<file path="src/rtl/pmcs_defs.svh">
// pmcs_defs.svh: constants for the power mode clock switcher
// assumes inclusion by bare name from package and modules
// Summary of operation
// - switch takes two old-clock ticks then three new-clock ticks
// - primary running is control bit 3, secondary running is control b bit 6
// - each sleep takes idle and deep-sleep enables as they stand then
// - select 01 moves to secondary, stops primary, flips running flags
// - select 01 with secondary oscillator disabled does not switch
// - secondary enabled but not oscillating holds device clocks off
// - secondary to primary keeps secondary clock until primary ready
// - select 11 moves to internal oscillator, stops primary, clears flag
// - internal to primary waits for primary ready; internal rc may run on
// - sleep with idle clear stops oscillator; clears status flags unless deep sleep enable set
// - sleep entry does no switch; rc and secondary may keep running
// - sleep wake waits for selected source, or runs from internal meanwhile
// - sleep with idle set gates cpu only; status flags unchanged
// - idle exits on interrupt, watchdog or reset after cpu ready delay
// - watchdog timeout in idle or non-deep sleep wakes into selected run mode
// - primary idle wake clocks cpu from primary after ready delay
// - secondary idle entry does no switch; primary stays stopped, secondary flag stays set
// - sleep toward secondary idle with oscillator disabled is ignored
// - secondary idle wake resumes cpu on secondary after ready delay
// - after reset start in primary run with primary flag set
// - idle enable at bit 7, source select at bits 1:0
// - deep sleep enable self-clears two instruction cycles after set
`ifndef PMCS_DEFS_SVH
`define PMCS_DEFS_SVH
`define PMCS_ADDR_OSC_CTRL   12'h000
`define PMCS_ADDR_OSC_CTRL_B 12'h004
`define PMCS_ADDR_DS_CTRL    12'h008
`define PMCS_ADDR_SLEEP      12'h00C
`define PMCS_ADDR_OSC_STAT   12'h010
`define PMCS_BIT_IDLE        7
`define PMCS_BIT_PRIMARY_RUN     3
`define PMCS_BIT_SECONDARY_RUN     6
`define PMCS_BIT_SEC_EN      0
`define PMCS_BIT_TWO_SPEED   1
`define PMCS_BIT_FAIL_SAFE_CLOCK_MONITOR        2
`define PMCS_BIT_WDT_EN      3
`define PMCS_BIT_DEEP_SLEEP_ENABLE        7
`define PMCS_SEL_LSB         0
`define PMCS_SEL_MSB         1
`define PMCS_SEL_PRI         2'h0
`define PMCS_SEL_SEC         2'h1
`define PMCS_SEL_RC          2'h3
`define PMCS_OLD_TICKS       3'h2
`define PMCS_NEW_TICKS       3'h3
`define PMCS_DEEP_SLEEP_ENABLE_LIFE       2'h2
`define PMCS_READY_DELAY     16
`endif

</file>
<file path="src/rtl/pmcs_pkg.sv">
// pmcs_pkg.sv: types of the power mode clock switcher
// assumes pmcs_defs.svh alongside
`include "pmcs_defs.svh"
package pmcs_pkg;
  typedef enum logic [6:0] {
    PMCS_RUN      = 7'h01,
    PMCS_SW_OLD   = 7'h02,
    PMCS_SW_NEW   = 7'h04,
    PMCS_IDLE     = 7'h08,
    PMCS_SLEEP    = 7'h10,
    PMCS_WAKE_SRC = 7'h20,
    PMCS_WAKE_DLY = 7'h40
  } pmcs_state_t;
endpackage

</file>
<file path="src/rtl/pmcs_tick_sync.sv">
// pmcs_tick_sync.sv: two-flop synchroniser plus rising edge pulse
// assumes one clock; input comes from an oscillator domain or a pin
`timescale 1ns/1ps
`default_nettype none
module pmcs_tick_sync (
  input  wire logic clk_sys,
  input  wire logic rstn,
  input  wire logic async_in,
  output logic      level_out,
  output logic      rise_out
);
  logic [2:0] sh_reg;
  // first flop feeds only the second one
  always_ff @(posedge clk_sys) begin
    if (!rstn) begin
      sh_reg <= 3'h0;
    end else begin
      sh_reg <= {sh_reg[1:0], async_in};
    end
  end
  assign level_out = sh_reg[1];
  assign rise_out  = sh_reg[1] & ~sh_reg[2];
endmodule // pmcs_tick_sync
`default_nettype wire

</file>
<file path="src/rtl/pmcs_switcher.sv">
// pmcs_switcher.sv: power mode and clock source controller with apb slave
// assumes oscillator clocks arrive as plain asynchronous pins sampled here
//
// The placing of the registers and the APB interface to the registers were decided locally.
`timescale 1ns/1ps
`default_nettype none
`include "pmcs_defs.svh"
module pmcs_switcher
  import pmcs_pkg::*;
#(
  parameter int unsigned READY_DELAY = `PMCS_READY_DELAY
) (
  input  wire logic        clk_sys,
  input  wire logic        rstn,
  input  wire logic        psel,
  input  wire logic        penable,
  input  wire logic        pwrite,
  input  wire logic [11:0] paddr,
  input  wire logic [31:0] pwdata,
  output logic [31:0]      prdata,
  output logic             pready,
  output logic             pslverr,
  input  wire logic        sleep_exec,
  input  wire logic        instr_tick,
  input  wire logic        wake_irq,
  input  wire logic        wake_wdt,
  input  wire logic        pri_osc_clk,
  input  wire logic        pri_osc_ready,
  input  wire logic        sec_osc_clk,
  input  wire logic        sec_osc_running,
  input  wire logic        rc_osc_clk,
  output logic [1:0]       clk_src_sel,
  output logic             dev_clk_en,
  output logic             cpu_clk_en,
  output logic             periph_clk_en,
  output logic             pri_osc_on,
  output logic             sec_osc_on,
  output logic             rc_osc_on,
  output logic             deep_sleep_req
);
  localparam int unsigned DW = $clog2(READY_DELAY + 1);

  typedef struct packed {
    pmcs_state_t st;
    logic        idle_enable;
    logic [1:0]  source_select;
    logic        sec_en;
    logic        two_speed;
    logic        fail_safe_clock_monitor;
    logic        wdt_en;
    logic        deep_sleep_enable;
    logic [1:0]  deep_sleep_enable_age;
    logic        primary_running_flag;
    logic        secondary_running_flag;
    logic [1:0]  cur_src;
    logic [1:0]  tgt_src;
    logic [2:0]  tick_cnt;
    logic [DW-1:0] dly_cnt;
    logic        sleeping;
    logic        deep;
    logic        pri_keep;
    logic [31:0] rdata;
  } pmcs_regs_t;

  pmcs_regs_t s_reg;
  pmcs_regs_t s_next;

  logic pri_rise, sec_rise, rc_rise;
  logic pri_rdy_s, secondary_run_s;

  pmcs_tick_sync u_pri (.clk_sys(clk_sys), .rstn(rstn),
    .async_in(pri_osc_clk), .level_out(), .rise_out(pri_rise));
  pmcs_tick_sync u_sec (.clk_sys(clk_sys), .rstn(rstn),
    .async_in(sec_osc_clk), .level_out(), .rise_out(sec_rise));
  pmcs_tick_sync u_rc (.clk_sys(clk_sys), .rstn(rstn),
    .async_in(rc_osc_clk), .level_out(), .rise_out(rc_rise));
  pmcs_tick_sync u_prdy (.clk_sys(clk_sys), .rstn(rstn),
    .async_in(pri_osc_ready), .level_out(pri_rdy_s), .rise_out());
  pmcs_tick_sync u_srun (.clk_sys(clk_sys), .rstn(rstn),
    .async_in(sec_osc_running), .level_out(secondary_run_s), .rise_out());

  function automatic logic src_ready(input logic [1:0] src,
                                     input logic pr, input logic sr);
    if (src == `PMCS_SEL_PRI) begin
      src_ready = pr;
    end else if (src == `PMCS_SEL_SEC) begin
      src_ready = sr;
    end else begin
      src_ready = 1'b1;
    end
  endfunction

  function automatic logic src_tick(input logic [1:0] src, input logic p,
                                    input logic s, input logic r);
    if (src == `PMCS_SEL_PRI) begin
      src_tick = p;
    end else if (src == `PMCS_SEL_SEC) begin
      src_tick = s;
    end else begin
      src_tick = r;
    end
  endfunction

  logic setup_wr, acc, wake_ev, old_tick, new_tick, tgt_ok;

  assign acc      = psel & penable;
  assign setup_wr = acc & pwrite;
  assign wake_ev  = wake_irq | wake_wdt;
  assign old_tick = src_tick(s_reg.cur_src, pri_rise, sec_rise, rc_rise);
  assign new_tick = src_tick(s_reg.tgt_src, pri_rise, sec_rise, rc_rise);
  assign tgt_ok   = src_ready(s_reg.tgt_src, pri_rdy_s, secondary_run_s);

  always_comb begin
    s_next = s_reg;
    // deep sleep enable dies two instruction cycles after being set
    if (s_reg.deep_sleep_enable && instr_tick) begin
      if (s_reg.deep_sleep_enable_age == `PMCS_DEEP_SLEEP_ENABLE_LIFE - 2'h1) begin
        s_next.deep_sleep_enable = 1'b0;
        s_next.deep_sleep_enable_age = 2'h0;
      end else begin
        s_next.deep_sleep_enable_age = s_reg.deep_sleep_enable_age + 2'h1;
      end
    end
    // register writes on the apb access phase
    if (setup_wr) begin
      if (paddr == `PMCS_ADDR_OSC_CTRL) begin
        s_next.idle_enable   = pwdata[`PMCS_BIT_IDLE];
        s_next.source_select = pwdata[`PMCS_SEL_MSB:`PMCS_SEL_LSB];
      end else if (paddr == `PMCS_ADDR_OSC_CTRL_B) begin
        s_next.sec_en    = pwdata[`PMCS_BIT_SEC_EN];
        s_next.two_speed = pwdata[`PMCS_BIT_TWO_SPEED];
        s_next.fail_safe_clock_monitor      = pwdata[`PMCS_BIT_FAIL_SAFE_CLOCK_MONITOR];
        s_next.wdt_en    = pwdata[`PMCS_BIT_WDT_EN];
      end else if (paddr == `PMCS_ADDR_DS_CTRL) begin
        s_next.deep_sleep_enable = pwdata[`PMCS_BIT_DEEP_SLEEP_ENABLE];
        s_next.deep_sleep_enable_age = 2'h0;
      end
    end
    s_next.rdata = 32'h0;
    if (paddr == `PMCS_ADDR_OSC_CTRL) begin
      s_next.rdata[`PMCS_BIT_IDLE]    = s_reg.idle_enable;
      s_next.rdata[`PMCS_BIT_PRIMARY_RUN] = s_reg.primary_running_flag;
      s_next.rdata[`PMCS_SEL_MSB:`PMCS_SEL_LSB] = s_reg.source_select;
    end else if (paddr == `PMCS_ADDR_OSC_CTRL_B) begin
      s_next.rdata[`PMCS_BIT_SECONDARY_RUN]   = s_reg.secondary_running_flag;
      s_next.rdata[`PMCS_BIT_SEC_EN]    = s_reg.sec_en;
      s_next.rdata[`PMCS_BIT_TWO_SPEED] = s_reg.two_speed;
      s_next.rdata[`PMCS_BIT_FAIL_SAFE_CLOCK_MONITOR]      = s_reg.fail_safe_clock_monitor;
      s_next.rdata[`PMCS_BIT_WDT_EN]    = s_reg.wdt_en;
    end else if (paddr == `PMCS_ADDR_DS_CTRL) begin
      s_next.rdata[`PMCS_BIT_DEEP_SLEEP_ENABLE] = s_reg.deep_sleep_enable;
    end else if (paddr == `PMCS_ADDR_OSC_STAT) begin
      s_next.rdata[6:0]  = s_reg.st;
      s_next.rdata[9:8]  = s_reg.cur_src;
      s_next.rdata[10]   = s_reg.sleeping;
    end
    case (s_reg.st)
      PMCS_RUN: begin
        if (sleep_exec) begin
          // enables are sampled right here, each sleep on its own
          if (s_reg.deep_sleep_enable && !s_reg.idle_enable) begin
            s_next.deep = 1'b1;
            s_next.sleeping = 1'b1;
            s_next.st = PMCS_SLEEP;
          end else if (!s_reg.idle_enable) begin
            // no switch on the way down, flags drop
            s_next.primary_running_flag = 1'b0;
            s_next.secondary_running_flag = 1'b0;
            s_next.sleeping = 1'b1;
            s_next.st = PMCS_SLEEP;
          end else if (s_reg.source_select == `PMCS_SEL_SEC &&
                       !s_reg.sec_en) begin
            s_next.st = PMCS_RUN;
          end else begin
            s_next.st = PMCS_IDLE;
          end
        end else if (s_reg.source_select != s_reg.cur_src &&
                     !(s_reg.source_select == `PMCS_SEL_SEC &&
                       !s_reg.sec_en)) begin
          s_next.tgt_src = s_reg.source_select;
          s_next.tick_cnt = 3'h0;
          s_next.st = PMCS_SW_OLD;
        end
      end
      PMCS_SW_OLD: begin
        // outgoing clock keeps running until target is ready
        if (s_reg.tgt_src != s_reg.source_select) begin
          s_next.st = PMCS_RUN;
        end else if (old_tick && s_reg.tick_cnt == `PMCS_OLD_TICKS - 3'h1 &&
                     tgt_ok) begin
          s_next.tick_cnt = 3'h0;
          s_next.st = PMCS_SW_NEW;
        end else if (old_tick && s_reg.tick_cnt != `PMCS_OLD_TICKS - 3'h1) begin
          s_next.tick_cnt = s_reg.tick_cnt + 3'h1;
        end
      end
      PMCS_SW_NEW: begin
        // mux is dead between sources, so no runt pulse reaches the core
        if (new_tick && s_reg.tick_cnt == `PMCS_NEW_TICKS - 3'h1) begin
          s_next.cur_src = s_reg.tgt_src;
          s_next.primary_running_flag = (s_reg.tgt_src == `PMCS_SEL_PRI);
          s_next.secondary_running_flag =
            (s_reg.tgt_src == `PMCS_SEL_SEC);
          s_next.st = PMCS_RUN;
        end else if (new_tick) begin
          s_next.tick_cnt = s_reg.tick_cnt + 3'h1;
        end
      end
      PMCS_IDLE: begin
        if (wake_ev) begin
          s_next.dly_cnt = DW'(READY_DELAY);
          s_next.st = PMCS_WAKE_DLY;
        end
      end
      PMCS_SLEEP: begin
        if (wake_ev && !s_reg.deep) begin
          s_next.tgt_src = s_reg.source_select;
          s_next.st = PMCS_WAKE_SRC;
        end
      end
      PMCS_WAKE_SRC: begin
        // selected source, or internal when two-speed or monitor allows it
        if (src_ready(s_reg.tgt_src, pri_rdy_s, secondary_run_s)) begin
          s_next.cur_src = s_reg.tgt_src;
          s_next.sleeping = 1'b0;
          s_next.primary_running_flag = (s_reg.tgt_src == `PMCS_SEL_PRI);
          s_next.secondary_running_flag = (s_reg.tgt_src == `PMCS_SEL_SEC);
          s_next.dly_cnt = DW'(READY_DELAY);
          s_next.st = PMCS_WAKE_DLY;
        end else if (s_reg.two_speed || s_reg.fail_safe_clock_monitor) begin
          s_next.cur_src = `PMCS_SEL_RC;
        end
      end
      PMCS_WAKE_DLY: begin
        // same count for every wake
        if (s_reg.dly_cnt == DW'(0)) begin
          s_next.st = PMCS_RUN;
        end else begin
          s_next.dly_cnt = s_reg.dly_cnt - DW'(1);
        end
      end
      default: s_next.st = PMCS_RUN;
    endcase
  end

  always_ff @(posedge clk_sys) begin
    if (!rstn) begin
      s_reg <= '0;
      s_reg.st <= PMCS_RUN;
      s_reg.cur_src <= `PMCS_SEL_PRI;
      s_reg.tgt_src <= `PMCS_SEL_PRI;
      s_reg.primary_running_flag <= 1'b1;
    end else begin
      s_reg <= s_next;
    end
  end

  logic in_sleep, in_idle, in_gap, wake_src, sec_wait;
  // a secondary that has not started yet must not clock anything
  assign sec_wait = (s_reg.st == PMCS_SW_OLD) &
                    (s_reg.tgt_src == `PMCS_SEL_SEC) & ~tgt_ok;
  assign in_sleep = (s_reg.st == PMCS_SLEEP);
  assign in_idle  = (s_reg.st == PMCS_IDLE);
  assign in_gap   = (s_reg.st == PMCS_SW_NEW);
  assign wake_src = (s_reg.st == PMCS_WAKE_SRC);

  assign prdata         = s_reg.rdata;
  assign pready         = acc;
  assign pslverr        = 1'b0;
  assign deep_sleep_req = in_sleep & s_reg.deep;
  assign clk_src_sel    = s_reg.cur_src;
  // device clock stalls while a secondary source has not started
  assign dev_clk_en     = ~in_sleep & ~in_gap & ~sec_wait &
                          ~(wake_src & s_reg.cur_src != `PMCS_SEL_RC |
                            wake_src & ~s_reg.two_speed & ~s_reg.fail_safe_clock_monitor);
  assign periph_clk_en  = dev_clk_en;
  assign cpu_clk_en     = dev_clk_en & ~in_idle &
                          (s_reg.st != PMCS_WAKE_DLY);
  // primary stays up while it or the switch target needs it
  assign pri_osc_on     = ~s_reg.sleeping &
                          (s_reg.cur_src == `PMCS_SEL_PRI |
                           s_reg.tgt_src == `PMCS_SEL_PRI |
                           s_reg.source_select == `PMCS_SEL_PRI) |
                          wake_src & s_reg.tgt_src == `PMCS_SEL_PRI;
  assign sec_osc_on     = s_reg.sec_en;
  // internal rc also runs while it is the switch target, else no new ticks
  assign rc_osc_on      = s_reg.wdt_en | s_reg.fail_safe_clock_monitor |
                          (~s_reg.sleeping &
                           (s_reg.cur_src[`PMCS_SEL_MSB] |
                            s_reg.tgt_src[`PMCS_SEL_MSB])) |
                          wake_src;
endmodule // pmcs_switcher
`default_nettype wire

</file>
<file path="config.mk">
export PLATFORM = sky130hd
export DESIGN_NAME = pmcs_switcher
export DESIGN_NICKNAME = d
export VERILOG_FILES = /design/src/rtl/pmcs_pkg.sv /design/src/rtl/pmcs_tick_sync.sv /design/src/rtl/pmcs_switcher.sv
export VERILOG_INCLUDE_DIRS = /design/src /design/src/rtl
export SDC_FILE = /design/constraint.sdc
export NUM_CORES = 1
export LEC_CHECK = 0
export BUFFER_PORTS_ARGS = -buffer_cell sky130_fd_sc_hd__buf_4
export CAP_MARGIN = 0
export CORE_MARGIN = 3
export CORE_UTILIZATION = 35
export CTS_CLUSTER_SIZE = 14
export DETAILED_ROUTE_END_ITERATION = 10
export PLACE_DENSITY = 0.6
export SETUP_SLACK_MARGIN = 0.02
export SLEW_MARGIN = 20
export SYNTH_ARGS = -nofsm -noshare
export SYNTH_HDL_FRONTEND = slang
export SYNTH_SLANG_ARGS = --single-unit
</file>
<file path="constraint.sdc">
create_clock -name clk_sys -period 3.3 [get_ports clk_sys]
set_input_delay 0.33 -clock clk_sys [delete_from_list [all_inputs] [get_ports clk_sys]]
set_output_delay 0.33 -clock clk_sys [all_outputs]
set_load 0.1 [all_outputs]
</file>
==> impl_metrics.csv, run 1 <==
group,metric,value,unit
routing,dr.pass1.iters,7,
routing,drc,0,
layout,area_growth,16.0,%
grt,grt_antenna_before_repair,0,
setup_path,cp.required,2.97,ns
grt,use_met2,23.9,%
place,place_ws,0.620,ns
layout,layout-drive-gt1-share,18.3,%
grt,use_met1,19.5,%
synth,synth_top_area_share,37.9,%
layout,largest_reg_flops,30,
clock_network,cts_tree,"yes",
pwr,pwr-share-comb,20.2,%
routing,ant_nets,0,
synth,synth_top_family_by_area,"simple AND/OR/NAND/NOR gates",
clock_network,max-clock-path-buffers,2,
floorplan,rows,33,
pwr,finalPower,0.00172,W
synth,synth_compound_area_share,12.3,%
pwr,p_seq_share,42.0,%
timing,hold_viol,0,
synth,muxShareOfSynthArea,4.36,%
floorplan,die_y,98.8,um
floorplan,die-width,98.8,um
timing,worst_pin_slew,0.872,ns
grt,grt_pass1_wl,11.6,mm
floorplan,dieArea,0.00975,mm2
grt,top_usage_layer,"met2",
clock_network,cts_setup_buffers,0,
synth,synth_edf_count,0,
clock_network,h-tree-depth,3,
setup_path,critPathMaxFanout,12,
routing,routed_wl,7.17,mm
layout,n_antenna_cell,0,
synth,synthAdderAreaFrac,2.08,%
clock_network,cts-root-buf,"clkbuf_8",
synth,yosysSeqAreaShare,37.9,%
grt,grt-ovfl-total,0,
timing,slew_viol_final,0,
place,gp_routability_congestion,0.883,
timing,skew,0.00808,ns
floorplan,fp.coreArea,0.00830,mm2
grt,grt_util_met3,4.81,%
pwr,switching_share,31.1,%
synth,async_flop_share,0,%
clock_network,clock_latency,0.35,ns
pwr,p_sw,0.000534,W
place,io_buffers,51,
timing,fmax,334,MHz
synth,ys_ff_latch,57,
clock_network,postCtsHoldBufs,0,
routing,vias,2532,
layout,nets,457,
setup_path,setup.worst_path.end_class,"primary output",
grt,grt_pass1_vias,2356,
routing,routedWlPerCell,14.3,um
synth,syn_area_per_cell,8.39,um2
synth,yosysWarnings,0,
routing,routed_via_density,5.03,
synth,netlist_instances,359,
setup_path,crit_type,"reg2out",
pwr,powerDensity,492,mW/mm2
pwr,p_leak,1.45,nW
timing,finalSetupViolCount,0,
synth,syn_area,0.00301,mm2
hold_path,min-delay-path-class,"in2reg",
pwr,ir_worst_vdd,0.000273,V
timing,fin_crit,3.00,ns
timing,post-route-period-util,90.8,%
timing,fin_ws,0.303,ns
timing,hold_ws,0.191,ns
clock_network,clk_pin_slew_worst_paths,0.07,ns
pwr,p_int,0.00118,W
run,drv_cap,0,
setup_path,cp-start-kind,"flop",
synth,synthTopCellsByArea,"dfxtp_1, buf_4, and2_1",
clock_network,cts_num_sinks,57,
synth,yosys.area_share.simple,28.1,%
clock_network,cts_resized,0,
setup_path,cp.arrival,2.67,ns
place,place_hpwl,5.33,mm
floorplan,io_pins,101,
synth,synth_largest_area_cell,"dfxtp_1",
timing,setup_tns,0,ns
clock_network,numCtsBuffers,9,
timing,relSlewSlack,41.1,%
routing,dr.first_iter.drc_count,152,
pwr,clkPwrFrac,37.9,%
layout,n_fill_cell,832,
grt,track_usage,15.1,%
synth,synth_xor_area_share,2.62,%
floorplan,start_util,36.3,%
timing,rsz0062_at_grt,"false",
synth,dominantRegCellSynth,"dfxtp_1",
grt,grt_max_degree,28,
outcome,status,"completed",
synth,synth.distinct_cells,56,
-- cells in the final DEF, fill, tap and decap left out, types with 11 or more instances in the layout --
| master | count |
|---|---|
| dfxtp_1 | 57 |
| buf_4 | 54 |
| nor2_1 | 37 |
| nand2_1 | 24 |
| and2_1 | 24 |
| conb_1 | 22 |
| a21oi_1 | 13 |
| inv_1 | 12 |
| mux2i_1 | 12 |
| nor3_1 | 11 |
| o21ai_0 | 11 |
| clkbuf_8 | 11 |
-- stage by stage --
stage	util (%)	instance area, um2	std cells
after floorplan	-	3090	380
after global placement	39.7	3300	488
after detailed placement	39.7	3300	488
after CTS	42.1	3490	503
after global routing	42.1	3490	503
final	42.1	3490	503
-- worst paths after layout --
kind / cells past startpoint / startpoint / endpoint / slack (ns)
max: 6 / s_reg[61] / cpu_clk_en / 0.30
min: 2 / paddr[2] / prdata[7] / 0.19
max reg2reg: 6 / s_reg[62] / s_reg[42] / 0.56
min reg2reg: 1 / u_sec.sh_reg[0] / u_sec.sh_reg[1] / 0.43
-- area by class of cell --
cell class,count,area [um2],area share (%)
tap,105,131,3.76
clock buffer,12,155,4.44
multi-input combinational,259,1570,45.0
timing repair buffer,54,405,11.6
inverter,13,48.8,1.40
clock inverter,3,40.0,1.15
sequential,57,1140,32.7
-- cells by family (layout without fill, tap and decap cells) --
kind of cell | Yosys count | count (layout)
and+or+nand+nor | 156 | 156
buffers and inverters | 64 | 82
DFF | 57 | 57
AOI/OAI and AO/OA | 54 | 54
muxes | 13 | 13
xor gates and xnor gates | 9 | 9
adders and majority gates | 5 | 5
other | 1 | 22
-- worst max-delay path: stages (launching register included) --
cell and delay [ns]:
dfxtp_1 0.43, or3_1 0.41, nor4_1 0.65, nand2_1 0.20, o311a_1 0.23, and3_1 0.17, buf_4 0.23
-- power by group through the flow --
stage | logic (W) | clock network [W] | registers, W
finish | 0.000346 | 0.000650 | 0.000721
floorplan | 0.000300 | 0 | 0.000730
global route | 0.000370 | 0.000693 | 0.000723
CTS | 0.000346 | 0.000664 | 0.000721
detailed placement | 0.000344 | 0 | 0.000736
global placement | 0.000343 | 0 | 0.000736
-- synth_stat cells (all sizes together) (2+ instances only) --
cell and instances:
or3 6, nor2b 6, and2 24, o22ai 2, xor2 5, nand3 8, a222oi 4, o21ai 11
nor2 37, o31ai 2, ha 5, nand3b 2, buf 39, xnor2 4, inv 12, nand2 24
mux2i 12, o21bai 2, nor4 6, nor3 11, nand4 4, nor3b 2, nand2b 7, or4 2
and3 6, and4 2, a221oi 2, a31oi 2, a21oi 13, a21o 2, nor4b 3, a22oi 3
clkbuf 12, dfxtp 57, nor4bb 3
-- per-layer routing --
metal,routed length (um),vias to the layer above,part of all wire [%]
met5,0,-,0
met1,3130,1165,44
met3,618,11,8.6
met4,85,0,1.2
met2,3340,86,47
li1,-,1270,-
Note: power is estimated with default switching activity, not from simulation.
==> inputs of run 2 (changes only) <==
--- a/config.mk
+++ b/config.mk
@@ -8,12 +8,12 @@
 export LEC_CHECK = 0
 export BUFFER_PORTS_ARGS = -buffer_cell sky130_fd_sc_hd__buf_4
 export CAP_MARGIN = 0
+export CELL_PAD_IN_SITES_DETAIL_PLACEMENT = 1
+export CELL_PAD_IN_SITES_GLOBAL_PLACEMENT = 2
 export CORE_MARGIN = 3
-export CORE_UTILIZATION = 35
-export CTS_CLUSTER_SIZE = 14
+export CORE_UTILIZATION = 28
 export DETAILED_ROUTE_END_ITERATION = 10
-export PLACE_DENSITY = 0.6
-export SETUP_SLACK_MARGIN = 0.02
+export PLACE_DENSITY = 0.8
 export SLEW_MARGIN = 20
 export SYNTH_ARGS = -nofsm -noshare
 export SYNTH_HDL_FRONTEND = slang
==> impl_metrics.csv, run 2 (synthesized netlist as in run 1, its figures left out) <==
group,metric,value,unit
outcome,status,"completed",
setup_path,worstReg2RegEnd,"s_reg[43]",
setup_path,reg2reg_slack,0.55,ns
routing,routed_wl,7.91,mm
timing,finalSetupViolCount,0,
grt,grt_pass1_vias,2536,
layout,seq_area,0.00114,mm2
pwr,powerDensity,509,mW/mm2
routing,drc,0,
layout,multi_input_area,0.00157,mm2
setup_path,critPathMaxFanout,7,
layout,largest_reg_flops,30,
routing,routed_via_density,4.68,
layout,layout_commonest_cell,"dfxtp_1",
timing,hold_ws,0.198,ns
clock_network,postCtsHoldBufs,0,
timing,relSlewSlack,42.3,%
floorplan,die-width,110,um
grt,grt_pass1_wl,12.6,mm
floorplan,io_pins,101,
timing,hold_viol,0,
clock_network,clock_latency,0.34,ns
place,place_ws,0.599,ns
hold_path,whs_endpoint,"u_srun.sh_reg[0]",
setup_path,reg2reg_depth,6,
place,gp_routability_congestion,0.860,
layout,mostFrequentLayoutCells,"dfxtp_1, buf_4, nor2_1",
floorplan,die_y,110,um
floorplan,dieArea,0.0120,mm2
clock_network,cts_resized,0,
layout,n_antenna_cell,0,
setup_path,reg2reg_from,"s_reg[65]",
clock_network,numCtsBuffers,9,
timing,setup_tns,0,ns
hold_path,min-delay-path-class,"in2reg",
clock_network,clk_pin_slew_worst_paths,0.07,ns
layout,layout-drive-gt1-share,19.0,%
clock_network,max-clock-path-buffers,2,
floorplan,fp.coreArea,0.0104,mm2
pwr,ir_worst_vdd,0.000213,V
timing,fin_crit,2.99,ns
grt,grt_max_degree,28,
setup_path,setup.worst_path.end_class,"primary output",
layout,n_fill_cell,1263,
place,place_hpwl,6.16,mm
timing,worst_pin_slew,0.858,ns
clock_network,cts-root-buf,"clkbuf_8",
clock_network,cts_setup_buffers,0,
grt,grt_antenna_before_repair,0,
timing,post-route-period-util,90.7,%
layout,final_core_util,34.5,%
run,drv_cap,0,
timing,slew_viol_final,0,
timing,rsz0062_at_grt,"false",
layout,area_growth,18.7,%
timing,fin_ws,0.307,ns
routing,routedWlPerCell,14.8,um
setup_path,cp.arrival,2.66,ns
floorplan,start_util,29.0,%
floorplan,rows,37,
setup_path,cp.required,2.97,ns
layout,nets,458,
hold_path,min_from,"sec_osc_running",
routing,ant_nets,0,
pwr,p_leak,1.47,nW
hold_path,hold_path_depth,2,
grt,track_usage,13.6,%
timing,skew,0.0120,ns
routing,vias,2509,
clock_network,h-tree-depth,3,
timing,fmax,334,MHz
clock_network,cts_tree,"yes",
routing,dr.first_iter.drc_count,127,
grt,grt-ovfl-total,0,
setup_path,crit_type,"reg2out",
clock_network,cts_num_sinks,57,
place,io_buffers,51,
routing,dr.pass1.iters,4,
setup_path,cp-start-kind,"flop",
-- run 2: changes by cell type in the layout (fill, tap and decap cells not counted), sizes merged --
cell      before  now
clkinvlp       0    1
bufinv         1    2
clkbuf        12   11
buf           54   55
-- run 2: layer usage --
layer | vias up | GRT usage [%] | part of all wire (%)
li1 | 1261 | - | -
met1 | 1183 | 16.9 | 46
met2 | 57 | 22.6 | 47
met3 | 8 | 4.46 | 5.6
met4 | 0 | 3.65 | 1.1
met5 | - | 0 | 0
-- run 2: area by class of cell --
cell class / instances / share of cell area (%)
multi-input combinational: 259 / 44.0
clock buffer: 11 / 4.24
clock inverter: 5 / 2.17
inverter: 13 / 1.37
tap: 136 / 4.76
sequential: 57 / 31.9
timing repair buffer: 55 / 11.6
-- run 2: worst max path at each step --
| stage | from | depth (start not counted) | to |
|---|---|---|---|
| 2_1_floorplan | s_reg[59] | 4 | pri_osc_on |
| 3_3_place_gp | s_reg[62] | 6 | s_reg[43] |
| 3_5_place_dp | s_reg[62] | 6 | s_reg[43] |
| 4_1_cts | s_reg[62] | 5 | cpu_clk_en |
| 5_1_grt | s_reg[59] | 7 | cpu_clk_en |
| 6_report | s_reg[65] | 5 | cpu_clk_en |
-- run 2: critical path: stages (launching register included) --
cell	delay (ns)
dfxtp_1	0.39
or4_1	0.66
or3_1	0.45
o311a_1	0.43
and3_1	0.17
buf_4	0.23
-- run 2: stage by stage --
step           instance area (um2)  total power [W]  cells
5_1_grt                       3570          0.00190    536
3_3_place_gp                  3340          0.00108    520
3_5_place_dp                  3340          0.00109    520
2_1_floorplan                 3090          0.00103    380
6_report                      3570          0.00182    536
4_1_cts                       3570          0.00184    536
-- run 2: power breakdown --
group          switching (W)  total [W]  leakage (nW)  internal [W]
clock network       0.000283   0.000746         0.115      0.000463
logic               0.000256   0.000350         0.894     0.0000936
registers          0.0000171   0.000722         0.463      0.000705
